===== src/hw/llmr_pkg.sv =====
// Package for the ladder-logic scan engine with master reset.
// Assumes a single 20 MHz clock domain and no software-visible registers.
package llmr_pkg;

  localparam int NUM_INPUTS   = 16;
  localparam int NUM_BASE_Q   = 8;
  localparam int NUM_EXP_Q    = 8;
  localparam int NUM_MARKERS  = 16;
  localparam int MAX_SERIES   = 3;
  localparam int NUM_RUNGS    = 32;
  localparam int RUNG_IDX_W   = 5;

  // Operand space: 0-15 inputs, 16-23 base out, 24-31 exp out, 32-47 M, 48-63 N
  localparam int OPND_W       = 6;
  localparam logic [5:0] OPND_Q_BASE = 6'h10;
  localparam logic [5:0] OPND_S_BASE = 6'h18;
  localparam logic [5:0] OPND_M_BASE = 6'h20;
  localparam logic [5:0] OPND_N_BASE = 6'h30;

  // Target space: 0-7 Q, 8-15 S, 16-31 M, 32-47 N, 48-50 reset coils
  localparam int TGT_W        = 6;
  localparam logic [5:0] TGT_S_BASE  = 6'h08;
  localparam logic [5:0] TGT_M_BASE  = 6'h10;
  localparam logic [5:0] TGT_N_BASE  = 6'h20;
  localparam logic [5:0] TGT_Z_BASE  = 6'h30;
  localparam int NUM_TARGETS  = 51;

  // Contact field: use, negate (break), operand
  localparam int CT_W         = 8;
  localparam int CT_USE_BIT   = 7;
  localparam int CT_NEG_BIT   = 6;

  // Rung word: [31] valid, [30] parallel-with-previous, [29:27] coil kind,
  // [26:21] target, [20:0] three contact fields (unused field = bridge)
  localparam int RW_W         = 32;
  localparam int RW_VALID_BIT = 31;
  localparam int RW_PAR_BIT   = 30;
  localparam int RW_KIND_LSB  = 27;
  localparam int RW_TGT_LSB   = 21;
  localparam int RW_C0_LSB    = 0;
  localparam int RW_FIELD_W   = 7;

  typedef enum logic [2:0] {
    LLMR_COIL_NORMAL,
    LLMR_COIL_NEGATED,
    LLMR_COIL_SET,
    LLMR_COIL_RESET,
    LLMR_COIL_IMPULSE,
    LLMR_COIL_NONE
  } llmr_coil_e;

  localparam logic [RW_W-1:0] RUNG_RESET_VAL = 32'h0000_0000;

endpackage


===== src/hw/llmr_core.sv =====
// Cyclic rung scan engine with three master reset coils.
// Assumes field inputs are asynchronous pins; program loaded from a static port.
`timescale 1ns/1ps

// Functional notes
// - Outputs reset coil clears Q and S
// - Markers reset coil clears M and N
// - Combined reset coil clears Q, S, M and N
// - Reset acts on edge or level one
// - Master reset overrides all other writes
// - Reset contacts mirror their own coil
// - Contact 1 closes make, opens break
// - Break contact conducts on zero input
// - Negated coil inverts rung result
// - At most three series contacts per rung
// - Series make AND, series break NOR
// - Parallel make OR, parallel break NAND
// - Parallel breaks on negated coil AND
// - Parallel makes on negated coil NOR
// - Two series pairs paralleled give XOR
// - Own contact latches until stop opens
// - Later coil wins within a scan
// - Impulse coil toggles on one
// - Fully bridged rung keeps coil on
module llmr_core (
  // Clock and reset
  input  wire logic                                     clk,
  input  wire logic                                     rst_b,
  // Field contacts
  input  wire logic [llmr_pkg::NUM_INPUTS-1:0]          field_in,
  // Program, one word per rung
  input  wire logic [llmr_pkg::NUM_RUNGS*llmr_pkg::RW_W-1:0] program_words,
  // Relay, marker and reset contact outputs, and scan_done
  output logic      [llmr_pkg::NUM_BASE_Q-1:0]          base_out,
  output logic      [llmr_pkg::NUM_EXP_Q-1:0]           exp_out,
  output logic      [llmr_pkg::NUM_MARKERS-1:0]         marker_m,
  output logic      [llmr_pkg::NUM_MARKERS-1:0]         marker_n,
  output logic      [2:0]                               reset_contacts,
  output logic                                          scan_done
);

  localparam int NT = llmr_pkg::NUM_TARGETS;

  logic [llmr_pkg::NUM_INPUTS-1:0]  in_meta;
  logic [llmr_pkg::NUM_INPUTS-1:0]  in_sync;
  logic [llmr_pkg::NUM_INPUTS-1:0]  in_img;
  logic [NT-1:0]                    pub;
  logic [NT-1:0]                    work;
  logic [llmr_pkg::RUNG_IDX_W-1:0]  rung;
  logic                             path_acc;
  logic [llmr_pkg::RW_W-1:0]        rw;
  logic                             rung_cond;
  logic                             path_now;
  logic                             last_of_group;
  logic [NT-1:0]                    next_work;
  logic [NT-1:0]                    clr_mask;
  logic [2:0]                       z_now;
  logic [2:0]                       z_prev;
  logic [2:0]                       z_rise;
  logic                             scan_end;
  logic [llmr_pkg::RUNG_IDX_W-1:0]  rung_nx;

  // Operand fetch from the published image and the scan-start input image
  function automatic logic opnd_val(
    input logic [llmr_pkg::OPND_W-1:0] op,
    input logic [llmr_pkg::NUM_INPUTS-1:0] ins,
    input logic [NT-1:0] img
  );
    logic v;
    v = 1'b0;
    if (op < llmr_pkg::OPND_Q_BASE)
      v = ins[op[3:0]];
    else if (op < llmr_pkg::OPND_M_BASE)
      v = img[{2'h0, op[3:0]}];
    else if (op < llmr_pkg::OPND_N_BASE)
      v = img[6'(llmr_pkg::TGT_M_BASE) + {2'h0, op[3:0]}];
    else
      v = img[6'(llmr_pkg::TGT_N_BASE) + {2'h0, op[3:0]}];
    return v;
  endfunction

  // Contact field evaluation
  function automatic logic contact_ok(
    input logic [llmr_pkg::RW_FIELD_W-1:0] f,
    input logic [llmr_pkg::NUM_INPUTS-1:0] ins,
    input logic [NT-1:0] img
  );
    logic v;
    v = 1'b1;
    // unused field bridges
    // Bit 5 is the negate flag, so contacts reach operands 0-31 only;
    // markers are written by coils but cannot be read back as contacts
    if (f[llmr_pkg::RW_FIELD_W-1])
      v = opnd_val({1'b0, f[4:0]}, ins, img) ^ f[llmr_pkg::RW_FIELD_W-2];
    return v;
  endfunction

  // Synchronise field inputs
  always_ff @(posedge clk or negedge rst_b)
  begin
    if (!rst_b)
    begin
      in_meta <= '0;
      in_sync <= '0;
    end
    else
    begin
      in_meta <= field_in;
      in_sync <= in_meta;
    end
  end

  assign rw = program_words[rung*llmr_pkg::RW_W +: llmr_pkg::RW_W];

  always_comb
  begin
    rung_cond = 1'b1;
    for (int k = 0; k < llmr_pkg::MAX_SERIES; k++)
      rung_cond = rung_cond & contact_ok(
        rw[llmr_pkg::RW_C0_LSB + k*llmr_pkg::RW_FIELD_W +: llmr_pkg::RW_FIELD_W],
        in_img, pub);
  end

  assign scan_end = (rung == llmr_pkg::RUNG_IDX_W'(llmr_pkg::NUM_RUNGS - 1));

  // Parallel rungs OR together; the coil is written on the last of a group
  always_comb
  begin
    // Wraps to rung 0 on the last rung, which scan_end masks off
    rung_nx = rung + 1'b1;
    if (rw[llmr_pkg::RW_PAR_BIT])
    begin
      path_now = path_acc | rung_cond;
    end
    else
    begin
      path_now = rung_cond;
    end
    last_of_group = scan_end ||
      !program_words[rung_nx*llmr_pkg::RW_W + llmr_pkg::RW_PAR_BIT];
  end

  // Next state of one coil; unknown kinds leave it alone
  function automatic logic coil_next(
    input logic [2:0] kind,
    input logic       old_val,
    input logic       path
  );
    logic v;
    v = old_val;
    case (llmr_pkg::llmr_coil_e'(kind))
      llmr_pkg::LLMR_COIL_NORMAL:
      begin
        v = path;
      end
      llmr_pkg::LLMR_COIL_NEGATED:
      begin
        v = ~path;
      end
      llmr_pkg::LLMR_COIL_SET:
      begin
        v = old_val | path;
      end
      llmr_pkg::LLMR_COIL_RESET:
      begin
        v = old_val & ~path;
      end
      llmr_pkg::LLMR_COIL_IMPULSE:
      begin
        v = old_val ^ path;
      end
      default:
      begin
        v = old_val;
      end
    endcase
    return v;
  endfunction

  // Targets cleared by a set of master reset coils
  function automatic logic [NT-1:0] reset_mask(
    input logic [2:0] z
  );
    logic [NT-1:0] m;
    m = '0;
    if (z[0] | z[2])
    begin
      m[llmr_pkg::TGT_M_BASE-1:0] = '1;
    end
    if (z[1] | z[2])
    begin
      m[llmr_pkg::TGT_Z_BASE-1:llmr_pkg::TGT_M_BASE] = '1;
    end
    return m;
  endfunction

  // Coil write of the current rung into the working image
  always_comb
  begin
    logic [llmr_pkg::TGT_W-1:0] t;
    t = rw[llmr_pkg::RW_TGT_LSB +: llmr_pkg::TGT_W];
    next_work = work;
    if (rw[llmr_pkg::RW_VALID_BIT] && last_of_group && t < 6'(NT))
    begin
      next_work[t] = coil_next(rw[llmr_pkg::RW_KIND_LSB +: 3], work[t], path_now);
    end
  end

  // Reset coils as they stand after the last rung of the scan
  always_comb
  begin
    z_now = next_work[llmr_pkg::TGT_Z_BASE +: 3];
    // A rising edge is also a level one, so the level alone would do;
    // the edge term keeps both triggers visible
    z_rise = z_now & ~z_prev;
    clr_mask = reset_mask(z_now | z_rise);
  end

  always_ff @(posedge clk or negedge rst_b)
  begin
    if (!rst_b)
    begin
      rung     <= '0;
      path_acc <= 1'b0;
    end
    else
    begin
      rung     <= rung + 1'b1;
      path_acc <= path_now;
    end
  end

  // Working image carries coil states from rung to rung
  always_ff @(posedge clk or negedge rst_b)
  begin
    if (!rst_b)
    begin
      work <= '0;
    end
    else if (scan_end)
    begin
      work <= next_work & ~clr_mask;
    end
    else
    begin
      work <= next_work;
    end
  end

  // Published and input images change only between scans
  always_ff @(posedge clk or negedge rst_b)
  begin
    if (!rst_b)
    begin
      pub    <= '0;
      in_img <= '0;
      z_prev <= '0;
    end
    else if (scan_end)
    begin
      pub    <= next_work & ~clr_mask;
      in_img <= in_sync;
      z_prev <= z_now;
    end
  end

  // One-cycle marker of a finished scan
  always_ff @(posedge clk or negedge rst_b)
  begin
    if (!rst_b)
    begin
      scan_done <= 1'b0;
    end
    else
    begin
      scan_done <= scan_end;
    end
  end

  // Outputs are registered copies of the published image, one cycle behind it
  always_ff @(posedge clk or negedge rst_b)
  begin
    if (!rst_b)
    begin
      base_out       <= '0;
      exp_out        <= '0;
      marker_m       <= '0;
      marker_n       <= '0;
      reset_contacts <= '0;
    end
    else
    begin
      base_out <= pub[llmr_pkg::TGT_S_BASE-1:0];
      exp_out  <= pub[llmr_pkg::TGT_M_BASE-1:llmr_pkg::TGT_S_BASE];
      marker_m <= pub[llmr_pkg::TGT_N_BASE-1:llmr_pkg::TGT_M_BASE];
      marker_n <= pub[llmr_pkg::TGT_Z_BASE-1:llmr_pkg::TGT_N_BASE];
      reset_contacts <= pub[llmr_pkg::TGT_Z_BASE +: 3];
    end
  end

endmodule


===== config.mk =====
export PLATFORM = sky130hd
export DESIGN_NAME = llmr_core
export DESIGN_NICKNAME = d
export VERILOG_FILES = /design/src/hw/llmr_pkg.sv /design/src/hw/llmr_core.sv
export SDC_FILE = /design/constraint.sdc
export NUM_CORES = 1
export LEC_CHECK = 0
export ABC_AREA = 1
export BUFFER_PORTS_ARGS = -buffer_cell sky130_fd_sc_hd__buf_4
export CAP_MARGIN = 20
export CORE_AREA = 10 10 421 423
export DETAILED_ROUTE_END_ITERATION = 8
export DIE_AREA = 0 0 431 433
export PLACE_DENSITY_LB_ADDON = 0.15
export RECOVER_POWER = 50
export SLEW_MARGIN = 5
export SYNTH_ARGS = -nofsm -noshare
export SYNTH_HDL_FRONTEND = slang
export SYNTH_SLANG_ARGS = --single-unit

===== constraint.sdc =====
create_clock -name clk -period 5.73 [get_ports clk]
set_input_delay 0 -clock clk [delete_from_list [all_inputs] [get_ports clk]]
set_output_delay 0 -clock clk [all_outputs]
set_load 0.01 [all_outputs]

# == Word-level counts from Yosys, hierarchy flattened ==
# Cells that the tools add are included.
# word_totals
ff_bits,211
in_bits,1042
out_inout_bits,52
elab_cells,93
# op_classes
addsub,2
order_cmp,13
eq_ne,5
n_shift,1
muxes,35
bitwise_logic,17
n_reduce_logical,6
# ops
operator,count
indexed part select 1024 x 11 -> 32 bit,1
2-to-1 mux 51 bit,2
AND 51 bit,1
bitwise mux 51 bit,1
NOT 48 -> 51 bit,1
2-to-1 mux 32 bit,1
binary-select mux 1 bit (select 4 bit),6
"< comparator 4 x 7 -> 1 bit, second input constant",3
2-to-1 mux 1 bit,20
2-to-1 mux 16 bit,1
"< comparator 4 x 5 -> 1 bit, second input constant",3
"< comparator 5 bit, second input constant",3
"adder 10 x 5 -> 11 bit, second input constant",1
"< comparator 11 bit, second input constant",1
binary-select mux 1 bit (select 10 bit),1
"< comparator 6 x 7 -> 1 bit, second input constant",1
binary-select mux 1 bit (select 6 bit),1
demux 1 bit (select 6 bit),1
"== test 3 x 2 -> 1 bit, second input constant",2
"greater-or-equal comparator 6 x 1 -> 1 bit, second input constant",1
"< comparator 6 bit, second input constant",1
"adder 5 x 1 -> 5 bit, second input constant",1
"== test 5 bit, second input constant",1
one-hot mux 1 bit (5 select lines),1
other kinds (13),23

# == Depth between registers and ports, before layout ==
# logic_depth
ltp_word,24
mapped_depth,35
depth_no_buf,32

# == Worst setup path after synthesis ==
# OpenSTA, ideal clock, no wires.
# synth_timing
path_type,flip-flop to flip-flop
from,register rung[0] (netlist bit)
to,register pub[44]
setup_time_ps,124
t_arrival_ps,3485
path_slack_ps,2121
path_stages_with_launch,29
path_buffers,7
path_cell_list,dfrtp_1 -> buf_4 -> inv_4 -> buf_6 -> buf_6 -> buf_4 -> nor2_1 -> o221ai_1 -> nand3_1 -> nand3_1 -> nand2_2 -> buf_4 -> nor2_1 -> nand2_1 -> o22ai_1 -> nor2_1 -> a21oi_1 -> nor2_1 -> nand2_1 -> inv_1 -> ha_1 -> o31ai_2 -> nand3_2 -> nand2_4 -> buf_6 -> buf_6 -> nand2_1 -> nand3_1 -> o21bai_2
# synth_between
elab_chain_cells,23
word_cells_on_any_way,68
cone_classes,add/sub: 2; order compare: 6; eq/ne: 5; shift: 1; mux: 33; bitwise: 15; reduce/logical: 6
# synth_lines
item,line_no,rtl
start: declaration,llmr_core.sv:49,logic [llmr_pkg::RUNG_IDX_W-1:0] rung;
start signal: assignment,llmr_core.sv:228,rung <= rung + 1'b1;
indexed part select 1024 x 11 -> 32 bit,llmr_core.sv:113,assign rw = program_words[rung*llmr_pkg::RW_W +: llmr_pkg::RW_W];
"binary-select mux 1 bit (select 4 bit), on equally long branches","llmr_core.sv:74, llmr_core.sv:72",
"2-to-1 mux 1 bit, on equally long branches","llmr_core.sv:74, llmr_core.sv:72",
2-to-1 mux 1 bit,llmr_core.sv:71,if (op < llmr_pkg::OPND_Q_BASE)
2-to-1 mux 1 bit,llmr_core.sv:93,if (f[llmr_pkg::RW_FIELD_W-1])
XOR 1 bit,llmr_core.sv:94,"v = opnd_val({1'b0, f[4:0]}, ins, img) ^ f[llmr_pkg::RW_FIELD_W-2];"
2-to-1 mux 1 bit,llmr_core.sv:93,
AND 1 bit (2 in a row),llmr_core.sv:119,rung_cond = rung_cond & contact_ok(
(+6 left out),n/a,
bitwise mux 51 bit,llmr_core.sv:205,"next_work[t] = coil_next(rw[llmr_pkg::RW_KIND_LSB +: 3], work[t], path_now);"
2-to-1 mux 51 bit,llmr_core.sv:203,if (rw[llmr_pkg::RW_VALID_BIT] && last_of_group && t < 6'(NT))
AND 3 bit,llmr_core.sv:215,z_rise = z_now & ~z_prev;
bitwise OR 3 bit,llmr_core.sv:216,clr_mask = reset_mask(z_now | z_rise);
bitwise OR 1 bit,llmr_core.sv:190,if (z[1] | z[2])
2-to-1 mux 32 bit,llmr_core.sv:190,
NOT 48 -> 51 bit,llmr_core.sv:261,pub <= next_work & ~clr_mask;
AND 51 bit,llmr_core.sv:261,
end signal: assignment,llmr_core.sv:261,
end: declaration,llmr_core.sv:47,logic [NT-1:0] pub;
# Several ways; a longest one is shown, not always the timed one. The select of a mux whose other input is x is not followed.
# A chain may end at the register's enable or synchronous reset.

# == Final worst setup path ==
# layout_timing
from,register rung[0] (netlist bit)
to,register pub[22]
# Same word-level chain as after synthesis.

==> flow_metrics.tcl <==
set metrics [dict create \
    min_period_over_period 0.9296 \
    power.switching_mw 1.497 \
    cts_made_buffers 26 \
    p_leak_nw 14.71 \
    hold_slack_ps 48.20 \
    hold_viol 0 \
    track_usage 0.1766 \
    cts_max_level 1 \
    cp.arrival_ps 5810 \
    synth_area_um2 20320 \
    io_pins 1094 \
    syn2layout_area_growth_pct 56.78 \
    die-area_um2 186600 \
    cts_root_buf "clkbuf_16" \
    fin_tns_setup_ps 0 \
    post-route-util 0.1888 \
    drt_first_pass_iters 5 \
    totalWireLength_um 176300 \
    start_util 0.1204 \
    crit_type "flop to flop" \
    clkTransAtPathRegs_ps 70 \
    clock_skew_ps 25.90 \
    yosysSeqAreaShare 0.2561 \
    synth_cell_types 47 \
    yosysMostFrequentCell "nand2_1" \
    n_fill_cell 19600 \
    fin_crit_ps 5326 \
    ir_drop_v 0.0002140 \
    drt_iter0_drc 2027 \
    grt_pass1_vias 27680 \
    rsz0062_at_grt "no" \
    synth_top_area_frac 0.2561 \
    grt_pass1_wl_um 236100 \
    pwr-share-seq 0.340 \
    start_kind "flop" \
    io_buffers 1093 \
    insertion_delay_ps 560 \
    cts_sinks 208 \
    grt_use_met3 0.02497 \
    maxCapViolCount 0 \
    drtAntennaViolNets 0 \
    grt_max_degree 112 \
    met2_usage 0.3249 \
    final_area_um2 31860 \
    drive_above_1_share 0.3112 \
    reg2reg_slack_ps 400 \
    setup_viol 0 \
    worstPathRequired_ps 6210 \
    powerDensity_nw_per_um2 157.4 \
    worstRegToRegCells 25 \
    drc 0 \
    relSlewSlack 0.2829 \
    end_kind "flop" \
    cts_buffer_depth 3 \
    gr-max-usage-layer "met2" \
    dieWidth_um 431 \
    final_nets 5342 \
    synth_edf_count 0 \
    finalMaxSlewViolations 0 \
    swShare 0.2985 \
    fmax_mhz 187.7 \
    avgSynthCellArea_um2 6.097 \
    setup_ws_ps 403.6 \
    post_drt_wl_per_cell_um 26.90 \
    syn_inst 3333 \
    use_met1 0.2209 \
    dp.final_hpwl_um 143700 \
    p_int_mw 3.518 \
    yosys.area.top_type "dfrtp_1" \
    p_clk_frac 0.377 \
    die_h_um 433 \
    viasPerCell 4.182 \
    gp_congestion 0.8962 \
    core_um2 168700 \
    pwr-share-comb 0.284 \
    cts_tree "built" \
    crit_fanout 111 \
    synth.area.top_cells "dfrtp_1 (26%), nand2_1 (14%), nand3_1 (12%)" \
    post-place-ws_ps -88.31 \
    async_flop_share 1.000 \
    synthFlopType "dfrtp_1" \
    antenna_found_initial 40 \
    syn-num-nets 4379 \
    synthTopCellsByCount "nand2_1 (784), nand3_1 (486), nor2_1 (475)" \
    worst_pin_slew_ps 1064 \
    yosys_warnings 0 \
    status "complete, no violations" \
    place_area_um2 30820 \
    vias 27410 \
    hold_class "primary input to asynchronous set/reset pin" \
    row_count 151 \
    ys_ff_latch 208 \
    gr-total-overflow 0 \
]
==> placed cells by master, fill, tap and decap left out, types with 5 or more instances in the layout <==
master,count
a32o_1,8
buf_12,29
nor2_1,475
clkbuf_16,26
clkbuf_1,52
a21oi_1,77
nor3_1,6
nand3_2,7
o21ai_1,57
dlygate4sd3_1,17
nand2_1,784
o21bai_2,40
diode_2,21
o21ai_0,359
bufinv_16,7
dfrtp_1,203
nand2_2,11
o21ai_2,10
clkinv_2,6
buf_4,1101
inv_1,214
nand3_1,485
o21bai_1,8
or2_2,48
o22ai_1,90
clkbuf_4,12
o221ai_1,60
o311ai_0,8
o211ai_1,29
nor2_2,13
inv_2,9
o31ai_1,5
==> registers in the layout (all words and copies together) (netlist names) <==
name            flops
in_img             16
marker_m           16
path_acc            1
in_meta            16
work               51
marker_n           16
scan_done           1
rung                5
exp_out             8
reset_contacts      3
pub                51
base_out            8
in_sync            16
==> metrics by stage <==
step	instances	power, mW
after detailed placement	6469	3.191
after CTS	6533	5.152
after global placement	6469	3.199
final	6554	5.015
after global routing	6547	5.301
after floorplan	3333	2.210
==> critical path, stage by stage, from the launching register on <==
cell      delay (ps)
dfrtp_4          530
buf_12           430
o21ai_0          260
o22ai_2          410
o21a_1           300
o21ai_1          150
nand3_1          120
nand2_2          120
buf_12           190
o21ai_0          480
nand2_1          120
a21oi_1          140
o21ai_0           90
nand2_1           80
nor2_1            50
nand2_1          100
inv_1             50
ha_1             280
o31ai_2          280
nand3_2          130
nand2_4          130
nand2_2           80
nand2_2          100
nand2_2           90
buf_4            240
o21bai_2         150
==> kinds of logic (layout without fill, tap and decap cells) <==
family                     count (synthesis)  in the layout  share of synthesized area
adders and majority gates                  4              4                   0.002463
xor gates and xnor gates                   2              2                  0.0008622
and+or+nand+nor                         1835           1835                     0.3810
AOI/OAI and AO/OA                        781            781                     0.2358
other                                      0             21                          0
buffers and inverters                    503           1485                     0.1237
DFF                                      208            208                     0.2561
==> layout make-up <==
class                   instances  area (µm²)  area share
multi-input cells            2622       12640      0.3967
inverters                     227       878.3     0.02757
diodes                         21       52.55    0.001650
repair buffers               1211        9335      0.2930
flip-flops and latches        208        5221      0.1639
well taps                    2218        2775     0.08711
clock buffers                  31       679.4     0.02133
clock inverters                16       276.5    0.008680
==> power groups by stage <==
stage	Clock (mW)	Combinational, mW	Sequential (mW)
final	1.89	1.42	1.70
after global routing	2.02	1.56	1.72
after CTS	1.96	1.48	1.71
after detailed placement	0	1.46	1.73
after global placement	0	1.46	1.74
after floorplan	0	0.503	1.71
==> routing by layer <==
metal / wire (µm) / share of wire
met1: 74180 / 0.42
met2: 92020 / 0.52
met3: 8083 / 0.046
met4: 1919 / 0.011
met5: 99 / 0.00056
==> repair_timing <==
action                                  4_1_cts  5_1_grt
gates resized for setup                       1        8
setup buffers                                 0        0
endpoints found under the hold margin       109        0
endpoints found under the setup margin       47       96
pin swaps                                     0        0
hold buffers                                 17        0
==> worst paths after layout <==
kind                                             from               endpoint
worst max register to register      rung[0]$_DFF_PN0_    pub[22]$_DFFE_PN0P_
worst max-delay path                rung[0]$_DFF_PN0_    pub[22]$_DFFE_PN0P_
worst min-delay path                            rst_b  marker_n[8]$_DFF_PN0_
min in group clk                         field_in[15]  in_meta[15]$_DFF_PN0_
max in group asynchronous                       rst_b      work[8]$_DFF_PN0_
worst min register to register  in_meta[11]$_DFF_PN0_  in_sync[11]$_DFF_PN0_
Note: power is estimated with default switching activity, not from simulation.
